`src/rtl/timer_event_capture_unit_consts.vh`:
```
// Summary of operation
// RULE_01: counter starts at load value, counts up
// RULE_02: overflow past all ones reloads or zeroes
// RULE_03: overflow sets sticky timer interrupt flag
// RULE_04: event input counts pin edges when assigned
// RULE_05: second mode register picks counted edges
// RULE_06: source keeps both-edge spacing two cycles
// RULE_07: capture trigger edge also selectable
// RULE_08: trigger captures count, sets flags, clears counter
// RULE_09: second trigger or overflow sets capture error
// RULE_10: capture flags clear on reset or zero write
// RULE_11: entering capture mode clears the counter
// RULE_12: first mode register: reload, clock, prescaler
// RULE_13: mode change takes effect two instructions later
// RULE_14: software should use internal clock for capture
// RULE_15: second mode register: edge and capture enable
// RULE_16: load and readback split in two digits
// RULE_17: captured value stable across digit reads
// RULE_18: standby bit stops the timer clock
// RULE_19: upper digit write loads whole counter
`ifndef TIMER_EVENT_CAPTURE_UNIT_CONSTS_VH
`define TIMER_EVENT_CAPTURE_UNIT_CONSTS_VH

// ----------------------------------------
// register offsets
// ----------------------------------------
`define OFS_EVENT_PIN_FUNCTION_SELECT 6'h0A
`define OFS_MODULE_CLOCK_STANDBY      6'h0D
`define OFS_COUNT_MODE_CLOCK_SELECT   6'h18
`define OFS_EDGE_CAPTURE_SELECT       6'h19
`define OFS_LOAD_READ_LOW_DIGIT       6'h1A
`define OFS_LOAD_READ_HIGH_DIGIT      6'h1B
`define OFS_IRQ_STATUS                6'h20
`define OFS_IRQ_CLEAR                 6'h21
`define OFS_IRQ_ENABLE                6'h22

// ----------------------------------------
// field positions
// ----------------------------------------
`define MODE_RELOAD_BIT    3
`define EDGE_CAPTURE_BIT   2
`define EVENT_PIN_BIT      1
`define STANDBY_TIMER_BIT  2
`define STAT_TIMER_IRQ_BIT 0
`define STAT_CAP_BIT       1
`define STAT_CAP_ERR_BIT   2
`define CLK_SEL_EXTERNAL   3'h7
`define EDGE_FALLING       2'h1
`define EDGE_RISING        2'h2
`define EDGE_BOTH          2'h3

// ----------------------------------------
// reset values and timing
// ----------------------------------------
`define RST_NIBBLE        4'h0
`define RST_EDGE_SEL      3'h0
`define RST_STATUS        3'h0
`define MODE_DELAY_CYCLES 2
`define COUNT_ALL_ONES    8'hFF
`define COUNT_ZERO        8'h00

`endif

```
`src/rtl/timer_event_capture_unit.v`:
```
`timescale 1ns/1ps
`default_nettype none
`include "timer_event_capture_unit_consts.vh"

module timer_event_capture_unit #(
  parameter integer PRESCALE_WIDTH = 11
) (
  // clock and reset
  input  wire       sys_clk,
  input  wire       nrst,
  // register port
  input  wire [5:0] reg_addr,
  input  wire [3:0] reg_wdata,
  input  wire       reg_wr,
  input  wire       reg_rd,
  output reg  [3:0] reg_rdata,
  // external event pin
  input  wire       event_trigger_pin,
  // interrupt
  output wire       irq
);

  // ----------------------------------------
  // prescaler tap decode
  // ----------------------------------------
  // one tap per internal clock choice; tap k divides by 2^(k+1) scaled
  function [3:0] tap_of;
    input [2:0] sel;
    begin
      case (sel)
        3'h0:    tap_of = 4'hA;
        3'h1:    tap_of = 4'h8;
        3'h2:    tap_of = 4'h6;
        3'h3:    tap_of = 4'h4;
        3'h4:    tap_of = 4'h2;
        3'h5:    tap_of = 4'h1;
        default: tap_of = 4'h0;
      endcase
    end
  endfunction

  // edge match for the selected edge kind
  function edge_hit;
    input [1:0] sel;
    input       rise;
    input       fall;
    begin
      case (sel)
        `EDGE_FALLING: edge_hit = fall;
        `EDGE_RISING:  edge_hit = rise;
        `EDGE_BOTH:    edge_hit = rise | fall;
        default:       edge_hit = 1'b0;
      endcase
    end
  endfunction

  // ----------------------------------------
  // address match
  // ----------------------------------------
  // one compare shared by every strobe decode below
  function addr_hit;
    input [5:0] addr;
    input [5:0] ofs;
    begin
      addr_hit = addr == ofs;
    end
  endfunction

  // ----------------------------------------
  // readback digit select
  // ----------------------------------------
  // live count or held capture, chosen by the capture enable
  function [3:0] read_digit;
    input       upper;
    input       cap;
    input [7:0] live;
    input [7:0] held;
    begin
      if (cap) begin
        read_digit = upper ? held[7:4] : held[3:0];
      end else begin
        read_digit = upper ? live[7:4] : live[3:0];
      end
    end
  endfunction

  // ----------------------------------------
  // registers
  // ----------------------------------------
  reg  [3:0]                pin_func_q;
  reg  [3:0]                standby_q;
  reg  [3:0]                mode_wr_q;
  reg  [3:0]                mode_q;
  reg  [`MODE_DELAY_CYCLES-1:0] mode_pend_q;
  reg  [2:0]                edge_sel_q;
  reg  [3:0]                load_lo_q;
  reg  [3:0]                load_hi_q;
  reg  [7:0]                count_q;
  reg  [7:0]                capture_q;
  reg  [2:0]                status_q;
  reg  [2:0]                enable_q;
  reg  [PRESCALE_WIDTH-1:0] prescale_q;
  reg                       pin_meta_q;
  reg                       pin_sync_q;
  reg                       pin_prev_q;

  reg  [7:0]                count_d;
  wire [2:0]                status_d;

  // ----------------------------------------
  // decode
  // ----------------------------------------
  wire wr_pin_func = reg_wr && addr_hit(reg_addr, `OFS_EVENT_PIN_FUNCTION_SELECT);
  wire wr_standby  = reg_wr && addr_hit(reg_addr, `OFS_MODULE_CLOCK_STANDBY);
  wire wr_mode     = reg_wr && addr_hit(reg_addr, `OFS_COUNT_MODE_CLOCK_SELECT);
  wire wr_edge     = reg_wr && addr_hit(reg_addr, `OFS_EDGE_CAPTURE_SELECT);
  wire wr_lo       = reg_wr && addr_hit(reg_addr, `OFS_LOAD_READ_LOW_DIGIT);
  wire wr_hi       = reg_wr && addr_hit(reg_addr, `OFS_LOAD_READ_HIGH_DIGIT);
  wire wr_status   = reg_wr && addr_hit(reg_addr, `OFS_IRQ_STATUS);
  wire wr_clear    = reg_wr && addr_hit(reg_addr, `OFS_IRQ_CLEAR);
  wire wr_enable   = reg_wr && addr_hit(reg_addr, `OFS_IRQ_ENABLE);

  // ----------------------------------------
  // timer clock and event edges
  // ----------------------------------------
  wire       running    = !standby_q[`STANDBY_TIMER_BIT];                // RULE_18
  wire       capture_on = edge_sel_q[`EDGE_CAPTURE_BIT];
  wire       pin_on     = pin_func_q[`EVENT_PIN_BIT];                    // RULE_04
  wire       pin_rise   = pin_sync_q & ~pin_prev_q;
  wire       pin_fall   = ~pin_sync_q & pin_prev_q;
  wire       ext_sel    = mode_q[2:0] == `CLK_SEL_EXTERNAL;
  // both-edge mode relies on the source keeping edges two cycles apart
  wire       sel_edge   = running && pin_on &&
                          edge_hit(edge_sel_q[1:0], pin_rise, pin_fall); // RULE_05 RULE_06 RULE_07
  wire [PRESCALE_WIDTH-1:0] prescale_inc = prescale_q + 1'b1;
  wire [3:0] tap        = tap_of(mode_q[2:0]);                           // RULE_12
  wire       pre_tick   = running && !ext_sel &&
                          prescale_inc[tap] && !prescale_q[tap];
  wire       tick       = ext_sel ? (sel_edge && !capture_on) : pre_tick; // RULE_04
  wire       trigger    = capture_on && sel_edge;                         // RULE_07
  wire       overflow   = tick && count_q == `COUNT_ALL_ONES;            // RULE_02
  wire       cap_start  = wr_edge && reg_wdata[`EDGE_CAPTURE_BIT] && !capture_on;

  // ----------------------------------------
  // counter next value
  // ----------------------------------------
  always @* begin
    count_d = count_q;
    if (wr_hi) begin
      count_d = {reg_wdata, load_lo_q};                                  // RULE_19 RULE_01
    end else if (cap_start) begin
      count_d = `COUNT_ZERO;                                             // RULE_11
    end else if (trigger) begin
      count_d = `COUNT_ZERO;                                             // RULE_08
    end else if (overflow) begin
      if (mode_q[`MODE_RELOAD_BIT]) begin
        count_d = {load_hi_q, load_lo_q};                                // RULE_02
      end else begin
        count_d = `COUNT_ZERO;                                           // RULE_02
      end
    end else if (tick) begin
      count_d = count_q + 8'h01;                                         // RULE_01
    end
  end

  // ----------------------------------------
  // status next value
  // ----------------------------------------
  wire [2:0] status_set;
  wire [2:0] status_clr;

  assign status_set[`STAT_TIMER_IRQ_BIT] = overflow || trigger;           // RULE_03 RULE_08
  assign status_set[`STAT_CAP_BIT]       = trigger;                       // RULE_08
  assign status_set[`STAT_CAP_ERR_BIT]   = (trigger && status_q[`STAT_CAP_BIT]) ||
                                           (overflow && capture_on);      // RULE_09
  // zero written to the status place or one written to the clear place
  assign status_clr = ({3{wr_status}} & ~reg_wdata[2:0]) |
                      ({3{wr_clear}} & reg_wdata[2:0]);                   // RULE_10

  genvar g;
  generate
    for (g = 0; g < 3; g = g + 1) begin : g_status
      // a hardware set outranks a software clear in the same cycle
      assign status_d[g] = status_set[g] | (status_q[g] & ~status_clr[g]);
    end
  endgenerate

  // ----------------------------------------
  // pin synchroniser
  // ----------------------------------------
  always @(posedge sys_clk) begin
    if (!nrst) begin
      // pin idles high; a low reset value would fake a rising edge
      pin_meta_q <= 1'b1;
      pin_sync_q <= 1'b1;
    end else begin
      pin_meta_q <= event_trigger_pin;
      pin_sync_q <= pin_meta_q;
    end
  end

  // ----------------------------------------
  // edge detect history
  // ----------------------------------------
  always @(posedge sys_clk) begin
    if (!nrst) begin
      pin_prev_q <= 1'b1;
    end else begin
      pin_prev_q <= pin_sync_q;
    end
  end

  // ----------------------------------------
  // pin function and standby
  // ----------------------------------------
  always @(posedge sys_clk) begin
    if (!nrst) begin
      pin_func_q <= `RST_NIBBLE;
    end else if (wr_pin_func) begin
      pin_func_q <= reg_wdata;                                           // RULE_04
    end
  end

  always @(posedge sys_clk) begin
    if (!nrst) begin
      standby_q <= `RST_NIBBLE;                                          // RULE_18
    end else if (wr_standby) begin
      standby_q <= reg_wdata;                                            // RULE_18
    end
  end

  // ----------------------------------------
  // mode register and its delay pipe
  // ----------------------------------------
  // a new mode waits in a short pipe before it steers the counter
  always @(posedge sys_clk) begin
    if (!nrst) begin
      mode_pend_q <= {`MODE_DELAY_CYCLES{1'b0}};
    end else begin
      mode_pend_q <= {mode_pend_q[`MODE_DELAY_CYCLES-2:0], wr_mode};   // RULE_13
    end
  end

  always @(posedge sys_clk) begin
    if (!nrst) begin
      mode_wr_q <= `RST_NIBBLE;
    end else if (wr_mode) begin
      mode_wr_q <= reg_wdata;                                            // RULE_12
    end
  end

  // a counter load before this moves is lost to the old mode
  always @(posedge sys_clk) begin
    if (!nrst) begin
      mode_q <= `RST_NIBBLE;                                             // RULE_12
    end else if (mode_pend_q[`MODE_DELAY_CYCLES-1]) begin
      mode_q <= mode_wr_q;                                               // RULE_13
    end
  end

  // ----------------------------------------
  // edge select, load digits, interrupt enable
  // ----------------------------------------
  always @(posedge sys_clk) begin
    if (!nrst) begin
      edge_sel_q <= `RST_EDGE_SEL;
    end else if (wr_edge) begin
      edge_sel_q <= reg_wdata[2:0];                                      // RULE_15
    end
  end

  // the low digit only waits; the high digit write moves both
  always @(posedge sys_clk) begin
    if (!nrst) begin
      load_lo_q <= `RST_NIBBLE;
      load_hi_q <= `RST_NIBBLE;
    end else begin
      if (wr_lo) begin
        load_lo_q <= reg_wdata;                                          // RULE_16
      end
      if (wr_hi) begin
        load_hi_q <= reg_wdata;                                          // RULE_16
      end
    end
  end

  always @(posedge sys_clk) begin
    if (!nrst) begin
      enable_q <= `RST_STATUS;
    end else if (wr_enable) begin
      enable_q <= reg_wdata[2:0];
    end
  end

  // ----------------------------------------
  // counter and status flags
  // ----------------------------------------
  always @(posedge sys_clk) begin
    if (!nrst) begin
      count_q  <= `COUNT_ZERO;
      status_q <= `RST_STATUS;
    end else begin
      count_q  <= count_d;
      status_q <= status_d;
    end
  end

  // ----------------------------------------
  // prescaler
  // ----------------------------------------
  // standby freezes the divider, so a restart resumes mid-period
  always @(posedge sys_clk) begin
    if (!nrst) begin
      prescale_q <= {PRESCALE_WIDTH{1'b0}};
    end else if (running) begin
      prescale_q <= prescale_inc;                                        // RULE_18
    end
  end

  // ----------------------------------------
  // capture register
  // ----------------------------------------
  // held until the next trigger so digit reads may come in any order
  always @(posedge sys_clk) begin
    if (!nrst) begin
      capture_q <= `COUNT_ZERO;
    end else if (trigger) begin
      capture_q <= count_q;                                              // RULE_08 RULE_17
    end
  end

  // ----------------------------------------
  // read port
  // ----------------------------------------
  // write-only registers and unmapped addresses read as zero
  always @(posedge sys_clk) begin
    if (!nrst) begin
      reg_rdata <= `RST_NIBBLE;
    end else if (reg_rd) begin
      case (reg_addr)
        `OFS_LOAD_READ_LOW_DIGIT: begin
          reg_rdata <= read_digit(1'b0, capture_on, count_q, capture_q); // RULE_16 RULE_17
        end
        `OFS_LOAD_READ_HIGH_DIGIT: begin
          reg_rdata <= read_digit(1'b1, capture_on, count_q, capture_q); // RULE_16 RULE_17
        end
        `OFS_IRQ_STATUS: begin
          reg_rdata <= {1'b0, status_q};
        end
        `OFS_IRQ_ENABLE: begin
          reg_rdata <= {1'b0, enable_q};
        end
        default: begin
          reg_rdata <= `RST_NIBBLE;
        end
      endcase
    end else begin
      reg_rdata <= `RST_NIBBLE;
    end
  end

  // ----------------------------------------
  // interrupt output
  // ----------------------------------------
  // one level line; software finds the cause in the status register
  wire [2:0] irq_pending;

  generate
    for (g = 0; g < 3; g = g + 1) begin : g_irq
      assign irq_pending[g] = status_q[g] & enable_q[g];
    end
  endgenerate

  assign irq = |irq_pending;                                             // RULE_03

endmodule
`default_nettype wire

```
`config.mk`:
```
export PLATFORM = sky130hd
export DESIGN_NAME = timer_event_capture_unit
export DESIGN_NICKNAME = d
export VERILOG_FILES = /design/src/rtl/timer_event_capture_unit.v
export VERILOG_INCLUDE_DIRS = /design/src /design/src/rtl
export SDC_FILE = /design/constraint.sdc
export NUM_CORES = 1
export LEC_CHECK = 0
export ABC_AREA = 1
export ABC_CLOCK_PERIOD_IN_PS = 2100
export BUFFER_PORTS_ARGS = -buffer_cell sky130_fd_sc_hd__buf_2
export CORE_MARGIN = 4
export CORE_UTILIZATION = 30
export CTS_BUF_LIST = sky130_fd_sc_hd__clkbuf_16
export DETAILED_ROUTE_END_ITERATION = 10
export GPL_ROUTABILITY_DRIVEN = 0
export SLEW_MARGIN = 20
export SYNTH_ARGS = -nofsm -noshare
export SYNTH_HDL_FRONTEND = slang
export SYNTH_SLANG_ARGS = --single-unit
```
`constraint.sdc`:
```
create_clock -name sys_clk -period 2.1 [get_ports sys_clk]
set_input_delay 0.105 -clock sys_clk [delete_from_list [all_inputs] [get_ports sys_clk]]
set_output_delay 0.105 -clock sys_clk [all_outputs]
set_load 0.01 [all_outputs]
```
==> flow_summary.json <==
{
  "r2r_cells": 15,
  "synth-compound-area-share": 0.203,
  "fp.dieH_um": 112,
  "hold_viol": 0,
  "synth.distinct_cells": 37,
  "syn_area_mm2": 0.00323,
  "min-delay-start": "reg_wdata[0]",
  "die_area_mm2": 0.0125,
  "fillers": 1101,
  "path_class": "flop to flop",
  "crit_path_frequent_cell": "nand3_1",
  "switchingPower_mw": 0.648,
  "synthSimpleGateAreaFrac": 0.275,
  "path_delay_family": "simple AND/OR/NAND/NOR gates",
  "crit_slowest_cell": "dfxtp_2",
  "vias_per_cell": 4.83,
  "num_io_pins": 20,
  "area_growth_syn_to_layout_pct": 20.6,
  "root_buffer": "clkbuf_16",
  "end_kind": "flop",
  "first_global_vias": 2896,
  "wire_per_inst_um": 12.8,
  "rows": 37,
  "diodes": 0,
  "layout_commonest_cell": "nand2_1",
  "antenna_found_initial": 0,
  "r2r-end": "count_q[1]$_SDFFE_PN0P_",
  "power_leakage_nw": 1.65,
  "fin_crit_ns": 1.95,
  "cts_buffer_depth": 2,
  "worstMarginPinSlew_ns": 0.680,
  "cts.sinks": 63,
  "syn-num-nets": 489,
  "rr_startpoint": "prescale_q[0]$_SDFFE_PN0N_",
  "p_per_area_mw_per_mm2": 725,
  "ys_seq_area_frac": 0.391,
  "start_kind": "flop",
  "irDropWorstVdd_uv": 329,
  "cts_buffers": 9,
  "p_comb_frac": 0.054,
  "hold_class": "input port to flop",
  "crit_path_max_fanout": 5,
  "status": "finished clean",
  "ctsHtreeMaxLevel": 3,
  "setup_viol": 0,
  "post-route-drc-count": 0,
  "syn_area_per_cell_um2": 6.86,
  "critical_path_arrival_ns": 2.20,
  "synth_mux_area_frac": 0,
  "fp.dieW_um": 112,
  "crit_path_max_incr_delay_ns": 0.33,
  "final_layout_size_suffix_gt1_frac": 0.174,
  "worstPathRequired_ns": 2.36,
  "fmaxAchievable_ghz": 0.514,
  "num_vias": 3098,
  "max_cap_viol_count": 0,
  "switching_share": 0.230,
  "tritoncts": "yes",
  "dpl.hpwl_mm": 5.87,
  "ant_nets": 0,
  "first_pass_iters": 4,
  "design_area_mm2": 0.00389,
  "yosysWarnings": 0,
  "grt_pass1_wl_mm": 13.7,
  "clk_pin_slew_ns": 0.06,
  "initial_core_util": 0.310,
  "hold_depth": 3,
  "clkPwrFrac": 0.512,
  "p_int_mw": 2.17,
  "fin_tns_setup_ns": 0,
  "synthAdderAreaFrac": 0.0155,
  "synth_top_family_by_area": "simple AND/OR/NAND/NOR gates",
  "grt_max_degree": 44,
  "portBuffers": 19,
  "r2r_slack_ns": 0.15,
  "overflow": 0,
  "grt_usage": 0.133,
  "ys_ff_latch": 63,
  "clk_latency_ns": 0.32,
  "pwr-share-seq": 0.434,
  "slew_viol_final": 0,
  "dpl_cell_area_mm2": 0.00348,
  "hold-path-endpoint": "load_lo_q[0]$_SDFFE_PN0P_",
  "fin_skew_ns": 0.00657,
  "core_area_mm2": 0.0104,
  "p_total_mw": 2.82,
  "period_share": 0.927,
  "drtIter0Drc": 173,
  "fin_nets": 520,
  "critPathBufInv": 2,
  "relSlewSlack": 0.546,
  "crit_chain": "ha_2, nand2_2, nor2_4, buf_4, nand2_1, nand3_1, nand3_1, nand3_1, nor2_2, nand2_4, nand2_4, buf_4, nand3_1, nand3_1, a21oi_1",
  "syn_inst": 470,
  "most-common-layout-cells": "nand2_1 (98), dfxtp_1 (59), inv_1 (56), a21oi_1 (47), o21ai_0 (41)",
  "synth_xor_area_frac": 0.0190,
  "drt_wl_total_mm": 8.23
}
==> cell usage after synthesis <==
library cell	instances	area, um2
o21ai_1	10	50.1
a31oi_1	2	12.5
nor2_2	3	18.8
o22ai_1	2	12.5
inv_1	56	210
buf_8	1	15.0
nand2_4	2	22.5
o221ai_1	1	8.76
dfxtp_1	63	1260
o21ai_2	2	17.5
and3_1	1	6.26
nor4_1	1	6.26
nor3_1	6	30.0
nor2_4	1	11.3
o211ai_1	5	37.5
a32oi_1	1	8.76
nand2_2	4	25.0
xor2_1	5	43.8
nor3_2	1	10.0
or3_4	1	11.3
nand3_4	1	17.5
a21oi_1	48	240
buf_2	3	15.0
nand2_1	100	375
o21ai_0	41	205
a311oi_1	1	8.76
nor2_1	34	128
xnor2_1	2	17.5
or4_4	1	11.3
ha_1	4	50.1
a21oi_2	3	26.3
clkbuf_1	11	41.3
nand3_1	39	195
or2_2	2	12.5
a221oi_1	3	26.3
nand4_1	1	6.26
inv_2	8	30.0
==> metal layers <==
metal / GRT usage / share of wire / vias to the layer above
met5: 0 / 0 / -
met4: 0.0689 / 0.017 / 0
met3: 0.0261 / 0.062 / 11
met2: 0.193 / 0.42 / 74
met1: 0.187 / 0.50 / 1394
li1: - / - / 1619
==> worst register-to-register path: stages, from the launching register on <==
cell	delay, ns
dfxtp_2	0.33
ha_2	0.19
nand2_2	0.09
nor2_4	0.15
buf_4	0.11
nand2_1	0.05
nand3_1	0.09
nand3_1	0.08
nand3_1	0.10
nor2_2	0.05
nand2_4	0.11
nand2_4	0.09
buf_4	0.14
nand3_1	0.07
nand3_1	0.08
a21oi_1	0.15
==> power groups by stage <==
stage / clock network, mW / logic [mW] / registers (mW)
2_1_floorplan: 0 / 0.0856 / 1.25
3_3_place_gp: 0 / 0.137 / 1.25
3_5_place_dp: 0 / 0.138 / 1.25
4_1_cts: 1.47 / 0.140 / 1.23
5_1_grt: 1.52 / 0.169 / 1.23
6_report: 1.44 / 0.151 / 1.23
==> repair_timing <==
| action | CTS | global route |
|---|---|---|
| setup endpoints to repair | 0 | 8 |
| endpoints found under the hold margin | 1 | 0 |
| hold buffers | 1 | 0 |
| gates resized for setup | 0 | 14 |
| buffers inserted | 0 | 5 |
==> cell families (layout without fill, tap and decap cells) <==
logic type,Yosys count,count (layout)
simple gates,198,200
compound gates,119,119
buf+inv,79,113
flops,63,63
xor+xnor,7,7
fa+ha+maj,4,4
==> state kept, by name (all words and copies together), names as in the netlist <==
register     count
capture_q        8
count_q          8
edge_sel_q       3
enable_q         3
load_hi_q        4
load_lo_q        4
mode_pend_q      2
mode_q           4
mode_wr_q        4
pin_func_q       1
pin_meta_q       1
pin_prev_q       1
pin_sync_q       1
prescale_q      11
reg_rdata        4
standby_q        1
status_q         3
==> area by class of cell <==
class,instances,area (um2),area share
Multi-Input combinational cell,330,1710,0.440
Sequential cell,63,1270,0.325
Inverter,64,240,0.0617
Clock buffer,9,225,0.0579
Timing Repair Buffer,33,215,0.0553
Tap cell,136,170,0.0437
Clock inverter,7,63.8,0.0164
==> metrics by stage <==
step	cells	hold slack [ns]	util	setup WS, ns
after detailed placement	618	0.299	0.334	0.135
after floorplan	470	0.212	-	0.283
after CTS	635	0.0629	0.363	0.113
final	642	0.0720	0.374	0.153
after global placement	618	0.299	0.334	0.163
after global routing	642	0.0920	0.374	-0.0177
==> how the worst max path moves through the flow <==
stage                               start  cells past startpoint  slack (ns)                      end
4_1_cts        prescale_q[1]$_SDFFE_PN0N_                     15        0.11  count_q[7]$_SDFFE_PN0P_
3_5_place_dp   prescale_q[1]$_SDFFE_PN0N_                     15        0.14  count_q[7]$_SDFFE_PN0P_
3_3_place_gp        pin_sync_q$_SDFF_PN1_                     10        0.16  count_q[3]$_SDFFE_PN0P_
6_report       prescale_q[0]$_SDFFE_PN0N_                     15        0.15  count_q[1]$_SDFFE_PN0P_
2_1_floorplan  prescale_q[0]$_SDFFE_PN0N_                     13        0.28  count_q[7]$_SDFFE_PN0P_
5_1_grt        prescale_q[0]$_SDFFE_PN0N_                     14       -0.02  count_q[1]$_SDFFE_PN0P_
(Power assumes the default switching activity.)
